==> config.mk <==
export PLATFORM = sky130hd
export DESIGN_NAME = pwb_output_b_action_logic
export DESIGN_NICKNAME = d
export VERILOG_FILES = /design/src/hdl/pwb_output_b_action_logic.v /design/src/hdl/pwb_output_unit.v
export VERILOG_INCLUDE_DIRS = /design/src /design/src/hdl
export SDC_FILE = /design/constraint.sdc
export NUM_CORES = 1
export LEC_CHECK = 0
export BUFFER_PORTS_ARGS = -buffer_cell sky130_fd_sc_hd__buf_2
export CORE_AREA = 10 10 98 100
export CTS_BUF_LIST = sky130_fd_sc_hd__clkbuf_2
export CTS_CLUSTER_DIAMETER = 60
export DETAILED_ROUTE_END_ITERATION = 6
export DIE_AREA = 0 0 108 110
export PLACE_DENSITY = 0.81
export SLEW_MARGIN = 20
export SYNTH_ARGS = -nofsm -noshare
export SYNTH_HDL_FRONTEND = slang
export SYNTH_SLANG_ARGS = --single-unit
==> constraint.sdc <==
create_clock -name mclk -period 2.13 [get_ports mclk]
set_input_delay 0.213 -clock mclk [delete_from_list [all_inputs] [get_ports mclk]]
set_output_delay 0.213 -clock mclk [all_outputs]
set_load 0.03 [all_outputs]
==> src/hdl/pwb_defines.vh <==
/*
  Constants for the second-output action logic of three pulse generators:
  register offsets, action field positions, action codes, event codes.
  Assumes it is included by bare name from the design files under hdl/.
*/
// Operation
// Codes: keep, invert, clear, set
// Load match applies field 3:2, reset zero
// Counter zero applies field 1:0, reset zero
// Output driven by zero, load, compare pulses
// Down mode yields only four event kinds
// Up/down mode yields all six events
// Zero or load beats any compare
// Compare B beats compare A
// Three registers, one per generator output
// Compare fields at 11:10, 9:8, 7:6, 5:4
// Up-count compares only in up/down mode
// Output holds between events and on keep
`ifndef PWB_DEFINES_VH
`define PWB_DEFINES_VH

// Register byte offsets
`define PWB_GEN0_OFS     12'h064
`define PWB_GEN1_OFS     12'h0a4
`define PWB_GEN2_OFS     12'h0e4
`define PWB_STATUS_OFS   12'h0f0

// Action field layout
`define PWB_ACT_W        12
`define PWB_ZERO_LSB     0
`define PWB_LOAD_LSB     2
`define PWB_CAU_LSB      4
`define PWB_CAD_LSB      6
`define PWB_CBU_LSB      8
`define PWB_CBD_LSB      10
`define PWB_ACT_RESET    12'h000

// Action codes
`define PWB_ACT_KEEP     2'h0
`define PWB_ACT_INVERT   2'h1
`define PWB_ACT_CLEAR    2'h2
`define PWB_ACT_SET      2'h3

// Event codes, also shown in the status register
`define PWB_EV_NONE      3'h0
`define PWB_EV_ZERO      3'h1
`define PWB_EV_LOAD      3'h2
`define PWB_EV_CAU       3'h3
`define PWB_EV_CAD       3'h4
`define PWB_EV_CBU       3'h5
`define PWB_EV_CBD       3'h6

// Status register layout
`define PWB_ST_EV_STRIDE 4
`define PWB_ST_OUT_LSB   16

`endif

==> src/hdl/pwb_output_b_action_logic.v <==
/*
  Second-output action logic for three pulse generators, with an APB
  slave holding one action register per generator and a status word.
  Register map, one aligned word each:
    0x064, 0x0a4, 0x0e4  action fields of generators 0, 1 and 2
    0x0f0                last event and output level per generator
  Every transfer takes one wait state; the answer stands one cycle.
  Unmapped addresses and writes to the status word answer an error.
  Assumes counter and comparator pulses are one mclk wide, synchronous
  to mclk, and that countDown tells the present count direction.
*/
// Our own choice: the APB slave port.
`include "pwb_defines.vh"

module pwb_output_b_action_logic
#(
  parameter NUM_GEN = 3
)
(
  input  wire               mclk,            // Module clock, 200 MHz
  input  wire               resetn,          // Synchronous reset, active low
  input  wire               psel,            // APB select
  input  wire               penable,         // APB access phase
  input  wire               pwrite,          // APB write when high
  input  wire [11:0]        paddr,           // APB byte address
  input  wire [31:0]        pwdata,          // APB write data
  output reg  [31:0]        prdata,          // APB read data
  output reg                pready,          // APB transfer done
  output reg                pslverr,         // APB error answer
  input  wire [NUM_GEN-1:0] cntZero,         // Counter reached zero, pulse
  input  wire [NUM_GEN-1:0] cntLoad,         // Counter hit load value, pulse
  input  wire [NUM_GEN-1:0] cmpAMatch,       // Comparator A match, pulse
  input  wire [NUM_GEN-1:0] cmpBMatch,       // Comparator B match, pulse
  input  wire [NUM_GEN-1:0] countDown,       // Counter is counting down
  input  wire [NUM_GEN-1:0] upDownMode,      // Generator mode bit, 1 up/down
  output wire [NUM_GEN-1:0] genSecondOutput  // Second output per generator
);

  localparam AW = `PWB_ACT_W;

  // Bus handshake: idle, or answering for exactly one cycle
  localparam BUS_IDLE   = 1'b0;
  localparam BUS_ANSWER = 1'b1;

  // Register file storage
  reg  [AW-1:0]        actions [0:NUM_GEN-1];

  // Per-generator event resolution
  reg  [NUM_GEN-1:0]   fire;
  reg  [2*NUM_GEN-1:0] winCode;
  reg  [3*NUM_GEN-1:0] winEvent;
  wire [NUM_GEN-1:0]   outLevel;
  wire [3*NUM_GEN-1:0] lastEvent;

  // Bus decode
  wire                 access;
  wire                 takeEdge;
  reg                  next_pready;
  reg                  next_pslverr;
  reg  [31:0]          next_prdata;
  reg  [31:0]          statusWord;
  wire [1:0]           regIndex;
  wire                 hitAction;
  wire                 hitStatus;
  reg                  busState;
  reg                  next_busState;
  integer              resIdx;
  integer              statIdx;
  integer              clrIdx;

  // Index of the action register at an address, 3 when none
  function [1:0] genIndex;
    input [11:0] addr;
    begin
      case (addr)
        `PWB_GEN0_OFS: genIndex = 2'h0;
        `PWB_GEN1_OFS: genIndex = 2'h1;
        `PWB_GEN2_OFS: genIndex = 2'h2;
        default:       genIndex = 2'h3;
      endcase
    end
  endfunction

  // Winning event with fixed priority
  function [2:0] pickEvent;
    input zero;
    input load;
    input aMatch;
    input bMatch;
    input upCount;
    begin
      if (zero)
      begin
        pickEvent = `PWB_EV_ZERO;
      end
      else if (load)
      begin
        pickEvent = `PWB_EV_LOAD;
      end
      else if (bMatch)
      begin
        pickEvent = upCount ? `PWB_EV_CBU : `PWB_EV_CBD;
      end
      else if (aMatch)
      begin
        pickEvent = upCount ? `PWB_EV_CAU : `PWB_EV_CAD;
      end
      else
      begin
        pickEvent = `PWB_EV_NONE;
      end
    end
  endfunction

  // Action field belonging to an event
  function [1:0] fieldOf;
    input [AW-1:0] act;
    input [2:0]    ev;
    begin
      case (ev)
        `PWB_EV_ZERO: fieldOf = act[`PWB_ZERO_LSB+1:`PWB_ZERO_LSB];
        `PWB_EV_LOAD: fieldOf = act[`PWB_LOAD_LSB+1:`PWB_LOAD_LSB];
        `PWB_EV_CAU:  fieldOf = act[`PWB_CAU_LSB+1:`PWB_CAU_LSB];
        `PWB_EV_CAD:  fieldOf = act[`PWB_CAD_LSB+1:`PWB_CAD_LSB];
        `PWB_EV_CBU:  fieldOf = act[`PWB_CBU_LSB+1:`PWB_CBU_LSB];
        `PWB_EV_CBD:  fieldOf = act[`PWB_CBD_LSB+1:`PWB_CBD_LSB];
        default:      fieldOf = `PWB_ACT_KEEP;
      endcase
    end
  endfunction

  // Event qualification and priority, one generator per pass
  always @*
  begin : resolve
    reg       upCount;
    reg [2:0] ev;
    upCount  = 1'b0;
    ev       = `PWB_EV_NONE;
    fire     = {NUM_GEN{1'b0}};
    winCode  = {2*NUM_GEN{1'b0}};
    winEvent = {3*NUM_GEN{1'b0}};
    for (resIdx = 0; resIdx < NUM_GEN; resIdx = resIdx + 1)
    begin
      // Down-only mode folds every match into a down event
      upCount = upDownMode[resIdx] & ~countDown[resIdx];
      ev = pickEvent(cntZero[resIdx], cntLoad[resIdx], cmpAMatch[resIdx],
                     cmpBMatch[resIdx], upCount);
      fire[resIdx]            = (ev != `PWB_EV_NONE);
      winEvent[3*resIdx +: 3] = ev;
      winCode[2*resIdx +: 2]  = fieldOf(actions[resIdx], ev);
    end
  end

  genvar u;
  generate
    for (u = 0; u < NUM_GEN; u = u + 1)
    begin : unit
      pwb_output_unit out_unit
      (
        .mclk       (mclk),
        .resetn     (resetn),
        .fire       (fire[u]),
        .actionCode (winCode[2*u +: 2]),
        .eventCode  (winEvent[3*u +: 3]),
        .outLevel   (outLevel[u]),
        .lastEvent  (lastEvent[3*u +: 3])
      );
    end
  endgenerate

  // Output flops live inside each unit
  assign genSecondOutput = outLevel;

  // Status: last event per generator and present output levels
  always @*
  begin
    statusWord = 32'h0;
    for (statIdx = 0; statIdx < NUM_GEN; statIdx = statIdx + 1)
    begin
      statusWord[`PWB_ST_EV_STRIDE*statIdx +: 3] = lastEvent[3*statIdx +: 3];
      statusWord[`PWB_ST_OUT_LSB + statIdx]      = outLevel[statIdx];
    end
  end

  // One wait state: pready rises one edge into the access phase
  assign access    = psel & penable;
  assign takeEdge  = access & pready;
  assign regIndex  = genIndex(paddr);
  assign hitAction = (regIndex < NUM_GEN);
  assign hitStatus = (paddr == `PWB_STATUS_OFS);

  // A held access phase must not be answered twice, hence the answer state
  always @*
  begin
    next_busState = BUS_IDLE;
    case (busState)
      BUS_IDLE:
      begin
        if (access)
        begin
          next_busState = BUS_ANSWER;
        end
      end
      BUS_ANSWER:
      begin
        next_busState = BUS_IDLE;
      end
      default:
      begin
        next_busState = BUS_IDLE;
      end
    endcase
  end

  always @*
  begin
    next_pready  = (next_busState == BUS_ANSWER);
    next_pslverr = 1'b0;
    next_prdata  = 32'h0;
    if (next_pready)
    begin
      if (hitStatus)
      begin
        next_prdata  = statusWord;
        // Status is read-only; a write is answered with an error
        next_pslverr = pwrite;
      end
      else if (hitAction)
      begin
        next_prdata = {{(32-AW){1'b0}}, actions[regIndex]};
      end
      else
      begin
        next_pslverr = 1'b1;
      end
    end
  end

  always @(posedge mclk)
  begin
    if (!resetn)
    begin
      busState <= BUS_IDLE;
      pready   <= 1'b0;
      pslverr  <= 1'b0;
      prdata   <= 32'h0;
    end
    else
    begin
      busState <= next_busState;
      pready   <= next_pready;
      pslverr  <= next_pslverr;
      prdata   <= next_prdata;
    end
  end

  // Writes land on the edge where the master sees pready
  always @(posedge mclk)
  begin
    if (!resetn)
    begin
      for (clrIdx = 0; clrIdx < NUM_GEN; clrIdx = clrIdx + 1)
      begin
        actions[clrIdx] <= `PWB_ACT_RESET;
      end
    end
    else if (takeEdge && pwrite && hitAction)
    begin
      actions[regIndex] <= pwdata[AW-1:0];
    end
  end

endmodule

==> src/hdl/pwb_output_unit.v <==
/*
  One generator's second output: applies the chosen action code to the
  output flop and remembers which event was last taken.
  Assumes the caller has already resolved event priority.
*/
`include "pwb_defines.vh"

module pwb_output_unit
(
  input  wire       mclk,       // Module clock
  input  wire       resetn,     // Synchronous reset, active low
  input  wire       fire,       // An event won this cycle
  input  wire [1:0] actionCode, // Action of the winning event
  input  wire [2:0] eventCode,  // Kind of the winning event
  output reg        outLevel,   // Generator second output
  output reg  [2:0] lastEvent   // Last event taken
);

  function applyAction;
    input       cur;
    input [1:0] code;
    begin
      case (code)
        `PWB_ACT_KEEP:   applyAction = cur;
        `PWB_ACT_INVERT: applyAction = ~cur;
        `PWB_ACT_CLEAR:  applyAction = 1'b0;
        `PWB_ACT_SET:    applyAction = 1'b1;
        default:         applyAction = cur;
      endcase
    end
  endfunction

  reg next_outLevel;

  always @*
  begin
    next_outLevel = outLevel;
    if (fire)
    begin
      next_outLevel = applyAction(outLevel, actionCode);
    end
  end

  always @(posedge mclk)
  begin
    if (!resetn)
    begin
      outLevel  <= 1'b0;
      lastEvent <= `PWB_EV_NONE;
    end
    else
    begin
      outLevel <= next_outLevel;
      if (fire)
      begin
        lastEvent <= eventCode;
      end
    end
  end

endmodule

==> impl_metrics.prom <==
# TYPE chip_impl_metric gauge
chip_impl_metric{name="grt.total_usage",unit="%"} 14.98
chip_impl_metric{name="floorplan.initialDensity",unit="%"} 45.58
chip_impl_info{name="worst_path_dominant_cell_family",value="compound AO/OA/AOI/OAI gates"} 1
chip_impl_metric{name="netlist.area_leader.share",unit="%"} 33.60
chip_impl_metric{name="post_layout_instance_area",unit="sq um"} 4039
chip_impl_metric{name="worst_slew_pin_slew",unit="ns"} 0.4942
chip_impl_info{name="min-delay-path-class",value="input pin to register"} 1
chip_impl_metric{name="diodes",unit=""} 0
chip_impl_info{name="status",value="finished, final reports clean"} 1
chip_impl_metric{name="mappedNetlistArea",unit="sq um"} 3486
chip_impl_metric{name="first_global_vias",unit=""} 2758
chip_impl_metric{name="htree_num_levels",unit=""} 3
chip_impl_metric{name="routed_wirelength",unit="mm"} 8.858
chip_impl_metric{name="ioPinCount",unit=""} 104
chip_impl_metric{name="setup_total_negative_slack",unit="ns"} 0
chip_impl_metric{name="total_leakage_power",unit="uW"} 0.001679
chip_impl_metric{name="hold_ws",unit="ns"} 0.02611
chip_impl_metric{name="floorplan.die.height",unit="um"} 110
chip_impl_metric{name="fin_crit_sh",unit="%"} 82.91
chip_impl_metric{name="post-place-ws",unit="ns"} 0.1908
chip_impl_metric{name="power.density_cell_area",unit="nW/um^2"} 613.5
chip_impl_metric{name="final_net_count",unit=""} 494
chip_impl_metric{name="cts_repair_resize_count",unit=""} 0
chip_impl_metric{name="slew_viol_final",unit=""} 0
chip_impl_metric{name="placement_rows",unit=""} 32
chip_impl_metric{name="globalRouteOverflowTotal",unit=""} 0
chip_impl_metric{name="antenna_left",unit=""} 0
chip_impl_metric{name="hold_depth",unit=""} 2
chip_impl_metric{name="cts_sinks",unit=""} 68
chip_impl_metric{name="vdd_ir_drop_max",unit="mV"} 0.2250
chip_impl_metric{name="routed_via_density",unit=""} 5.391
chip_impl_metric{name="final_layout_size_suffix_gt1_share",unit="%"} 23.15
chip_impl_metric{name="netlist_instances",unit=""} 350
chip_impl_info{name="grt_setup_unrepaired",value="no"} 1
chip_impl_metric{name="yosys_warnings",unit=""} 0
chip_impl_metric{name="cts.hold.buffers_added",unit=""} 5
chip_impl_metric{name="cp_slowest_stage_delay",unit="ns"} 0.49
chip_impl_metric{name="timing.final.ws_setup",unit="ns"} 0.3641
chip_impl_metric{name="ys_types",unit=""} 47
chip_impl_metric{name="maxSlewHeadroom",unit="%"} 66.20
chip_impl_metric{name="post-dp-hpwl",unit="mm"} 7.160
chip_impl_metric{name="grt_start_max_net_pins",unit=""} 16
chip_impl_info{name="yosys_most_used_dff",value="sky130_fd_sc_hd__edfxtp_1"} 1
chip_impl_metric{name="detailroute.via_count",unit=""} 2879
chip_impl_metric{name="core-area",unit="sq um"} 7647
chip_impl_metric{name="drt-pass1-iter-count",unit=""} 5
chip_impl_metric{name="flow.area_growth_from_synthesis",unit="%"} 15.86
chip_impl_metric{name="timing.critical_path.arrival",unit="ns"} 2.20
chip_impl_metric{name="ys_seq_area_share",unit="%"} 50.25
chip_impl_info{name="clockRootBuffer",value="sky130_fd_sc_hd__clkbuf_2"} 1
chip_impl_metric{name="globalplace.congestion",unit=""} 0.8832
chip_impl_metric{name="port_buffers",unit=""} 66
chip_impl_info{name="clock_tree_from_tritoncts",value="done"} 1
chip_impl_metric{name="initialDrtViolationCount",unit=""} 213
chip_impl_info{name="crit_chain",value="o21ai_0 > o21ai_0 > mux2_2 > a2111oi_0 > a311o_1"} 1
chip_impl_metric{name="crit_cells",unit=""} 5
chip_impl_metric{name="antenna_found_initial",unit=""} 0
chip_impl_metric{name="place_area",unit="sq um"} 3884
chip_impl_metric{name="setup_viol_count_final",unit=""} 0
chip_impl_metric{name="cts_inserted_buffers",unit=""} 9
chip_impl_metric{name="global_route_wire_length_before_repair",unit="mm"} 13.97
chip_impl_metric{name="postSynth.asyncResetShare",unit="%"} 0
chip_impl_metric{name="finClkSkew",unit="ns"} 0.02018
chip_impl_metric{name="layout_min_cycle_time",unit="ns"} 1.766
chip_impl_metric{name="drcViolationCount",unit=""} 0
chip_impl_info{name="synth.top_cells.by_area",value="sky130_fd_sc_hd__edfxtp_1, sky130_fd_sc_hd__dfxtp_1, sky130_fd_sc_hd__and2_1, sky130_fd_sc_hd__buf_4, sky130_fd_sc_hd__mux2i_1"} 1
chip_impl_metric{name="worstRegToRegCells",unit=""} 5
chip_impl_info{name="cpMaxStageDelayCell",value="sky130_fd_sc_hd__a2111oi_0"} 1
chip_impl_metric{name="avgRoutedWirePerCell",unit="um"} 16.59
chip_impl_info{name="timing_worst_setup_path_type",value="register to register"} 1
chip_impl_metric{name="clkTransAtPathRegs",unit="ns"} 0.19
chip_impl_metric{name="max_fanout_on_critical_path",unit=""} 3
chip_impl_metric{name="path_buf_inv",unit=""} 0
chip_impl_metric{name="worst_ep_required_time",unit="ns"} 2.56
chip_impl_metric{name="cap_viol_max_count",unit=""} 0
chip_impl_info{name="ys_top_cells_by_count",value="sky130_fd_sc_hd__and2_1, sky130_fd_sc_hd__edfxtp_1, sky130_fd_sc_hd__nand2_1, sky130_fd_sc_hd__nor2_1, sky130_fd_sc_hd__dfxtp_1"} 1
chip_impl_info{name="worst_setup_path_start_kind",value="register"} 1
chip_impl_metric{name="synth.ff_latch_count",unit=""} 68
chip_impl_metric{name="fmax",unit="GHz"} 0.5663
chip_impl_metric{name="synth_edf_count",unit=""} 39
chip_impl_metric{name="cts.path.max_buffers",unit=""} 2
chip_impl_info{name="critical_path_sink_type",value="register"} 1
chip_impl_metric{name="postCtsSetupRepairBufs",unit=""} 0
chip_impl_info{name="synthDominantAreaCellType",value="sky130_fd_sc_hd__edfxtp_1"} 1
chip_impl_metric{name="timing.final.hold_violations",unit=""} 0
chip_impl_metric{name="syn_area_per_cell",unit="sq um"} 9.960
chip_impl_metric{name="dieArea",unit="sq um"} 11880
chip_impl_metric{name="insertion_delay",unit="ns"} 0.50
chip_impl_info{name="worst_path_most_repeated_cell",value="sky130_fd_sc_hd__o21ai_0"} 1
chip_impl_metric{name="die_w",unit="um"} 108
[stage by stage]
step	power, uW	util, %	cells
6_report	2478	52.81	534
5_1_grt	2588	52.81	534
4_1_cts	2478	52.81	534
3_5_place_dp	1786	50.79	513
3_3_place_gp	1773	50.79	513
2_1_floorplan	1696	-	369
[layer usage]
metal  global-route usage (%)  vias to the layer above  wire length [um]
met4                    7.156                        0               235
met2                    25.34                      137              4341
met5                        0                        -                 0
met1                    17.83                     1334              3485
li1                         -                     1391                 -
met3                    3.192                       17               795
[worst paths after layout]
check | slack (ns) | from | endpoint
worst max-delay path | 0.36 | actions[2][10] | unit[2].out_unit.outLevel
worst min-delay path | 0.03 | pwdata[6] | actions[0][6]
worst max register to register | 0.36 | actions[2][10] | unit[2].out_unit.outLevel
worst min register to register | 0.50 | unit[2].out_unit.lastEvent[2] | prdata[10]
[cells in the final DEF (no fill, tap or decap), types with 7 or more instances in the layout]
cell type                  count
sky130_fd_sc_hd__nor2b_1      11
sky130_fd_sc_hd__a22oi_1      11
sky130_fd_sc_hd__buf_4        11
sky130_fd_sc_hd__mux2i_1      12
sky130_fd_sc_hd__nand4_1      12
sky130_fd_sc_hd__clkbuf_2     10
sky130_fd_sc_hd__nor3_1        8
sky130_fd_sc_hd__a21oi_1      10
sky130_fd_sc_hd__nand2b_1      7
sky130_fd_sc_hd__nor2_1       30
sky130_fd_sc_hd__edfxtp_1     39
sky130_fd_sc_hd__and2_1       39
sky130_fd_sc_hd__o21ai_0      15
sky130_fd_sc_hd__o211ai_1     10
sky130_fd_sc_hd__dfxtp_1      29
sky130_fd_sc_hd__conb_1       20
sky130_fd_sc_hd__nand2_1      32
sky130_fd_sc_hd__buf_2        66
[registers in the layout, indices dropped and copies added (netlist names)]
| signal | count |
|---|---|
| actions | 39 |
| unit.out_unit.outLevel | 3 |
| pslverr | 1 |
| unit.out_unit.lastEvent | 9 |
| busState | 1 |
| prdata | 15 |
[cells by family after synthesis]
kind of cell           share of synthesized area, %
XOR/XNOR                                     0.2513
multiplexers                                  4.738
buffers and inverters                         6.461
AO/OA/AOI/OAI                                 13.82
other                                        0.1076
AND/OR/NAND/NOR                               24.37
flip-flops                                    50.25
[area by class of cell]
class / count / area (sq um)
clock buffers: 10 / 50.05
fillers: 681 / 3608
inverters: 3 / 11.26
clock inverters: 6 / 55.05
flip-flops and latches: 68 / 1752
repair buffers: 82 / 462.9
multi-input cells: 263 / 1580
well taps: 102 / 127.6
[power breakdown]
group / switching (uW) / internal, uW
Clock: 443 / 264
Combinational: 202 / 111
Sequential: 29.8 / 1430
Total: 675 / 1800
Note: power is estimated with default switching activity, not from simulation.
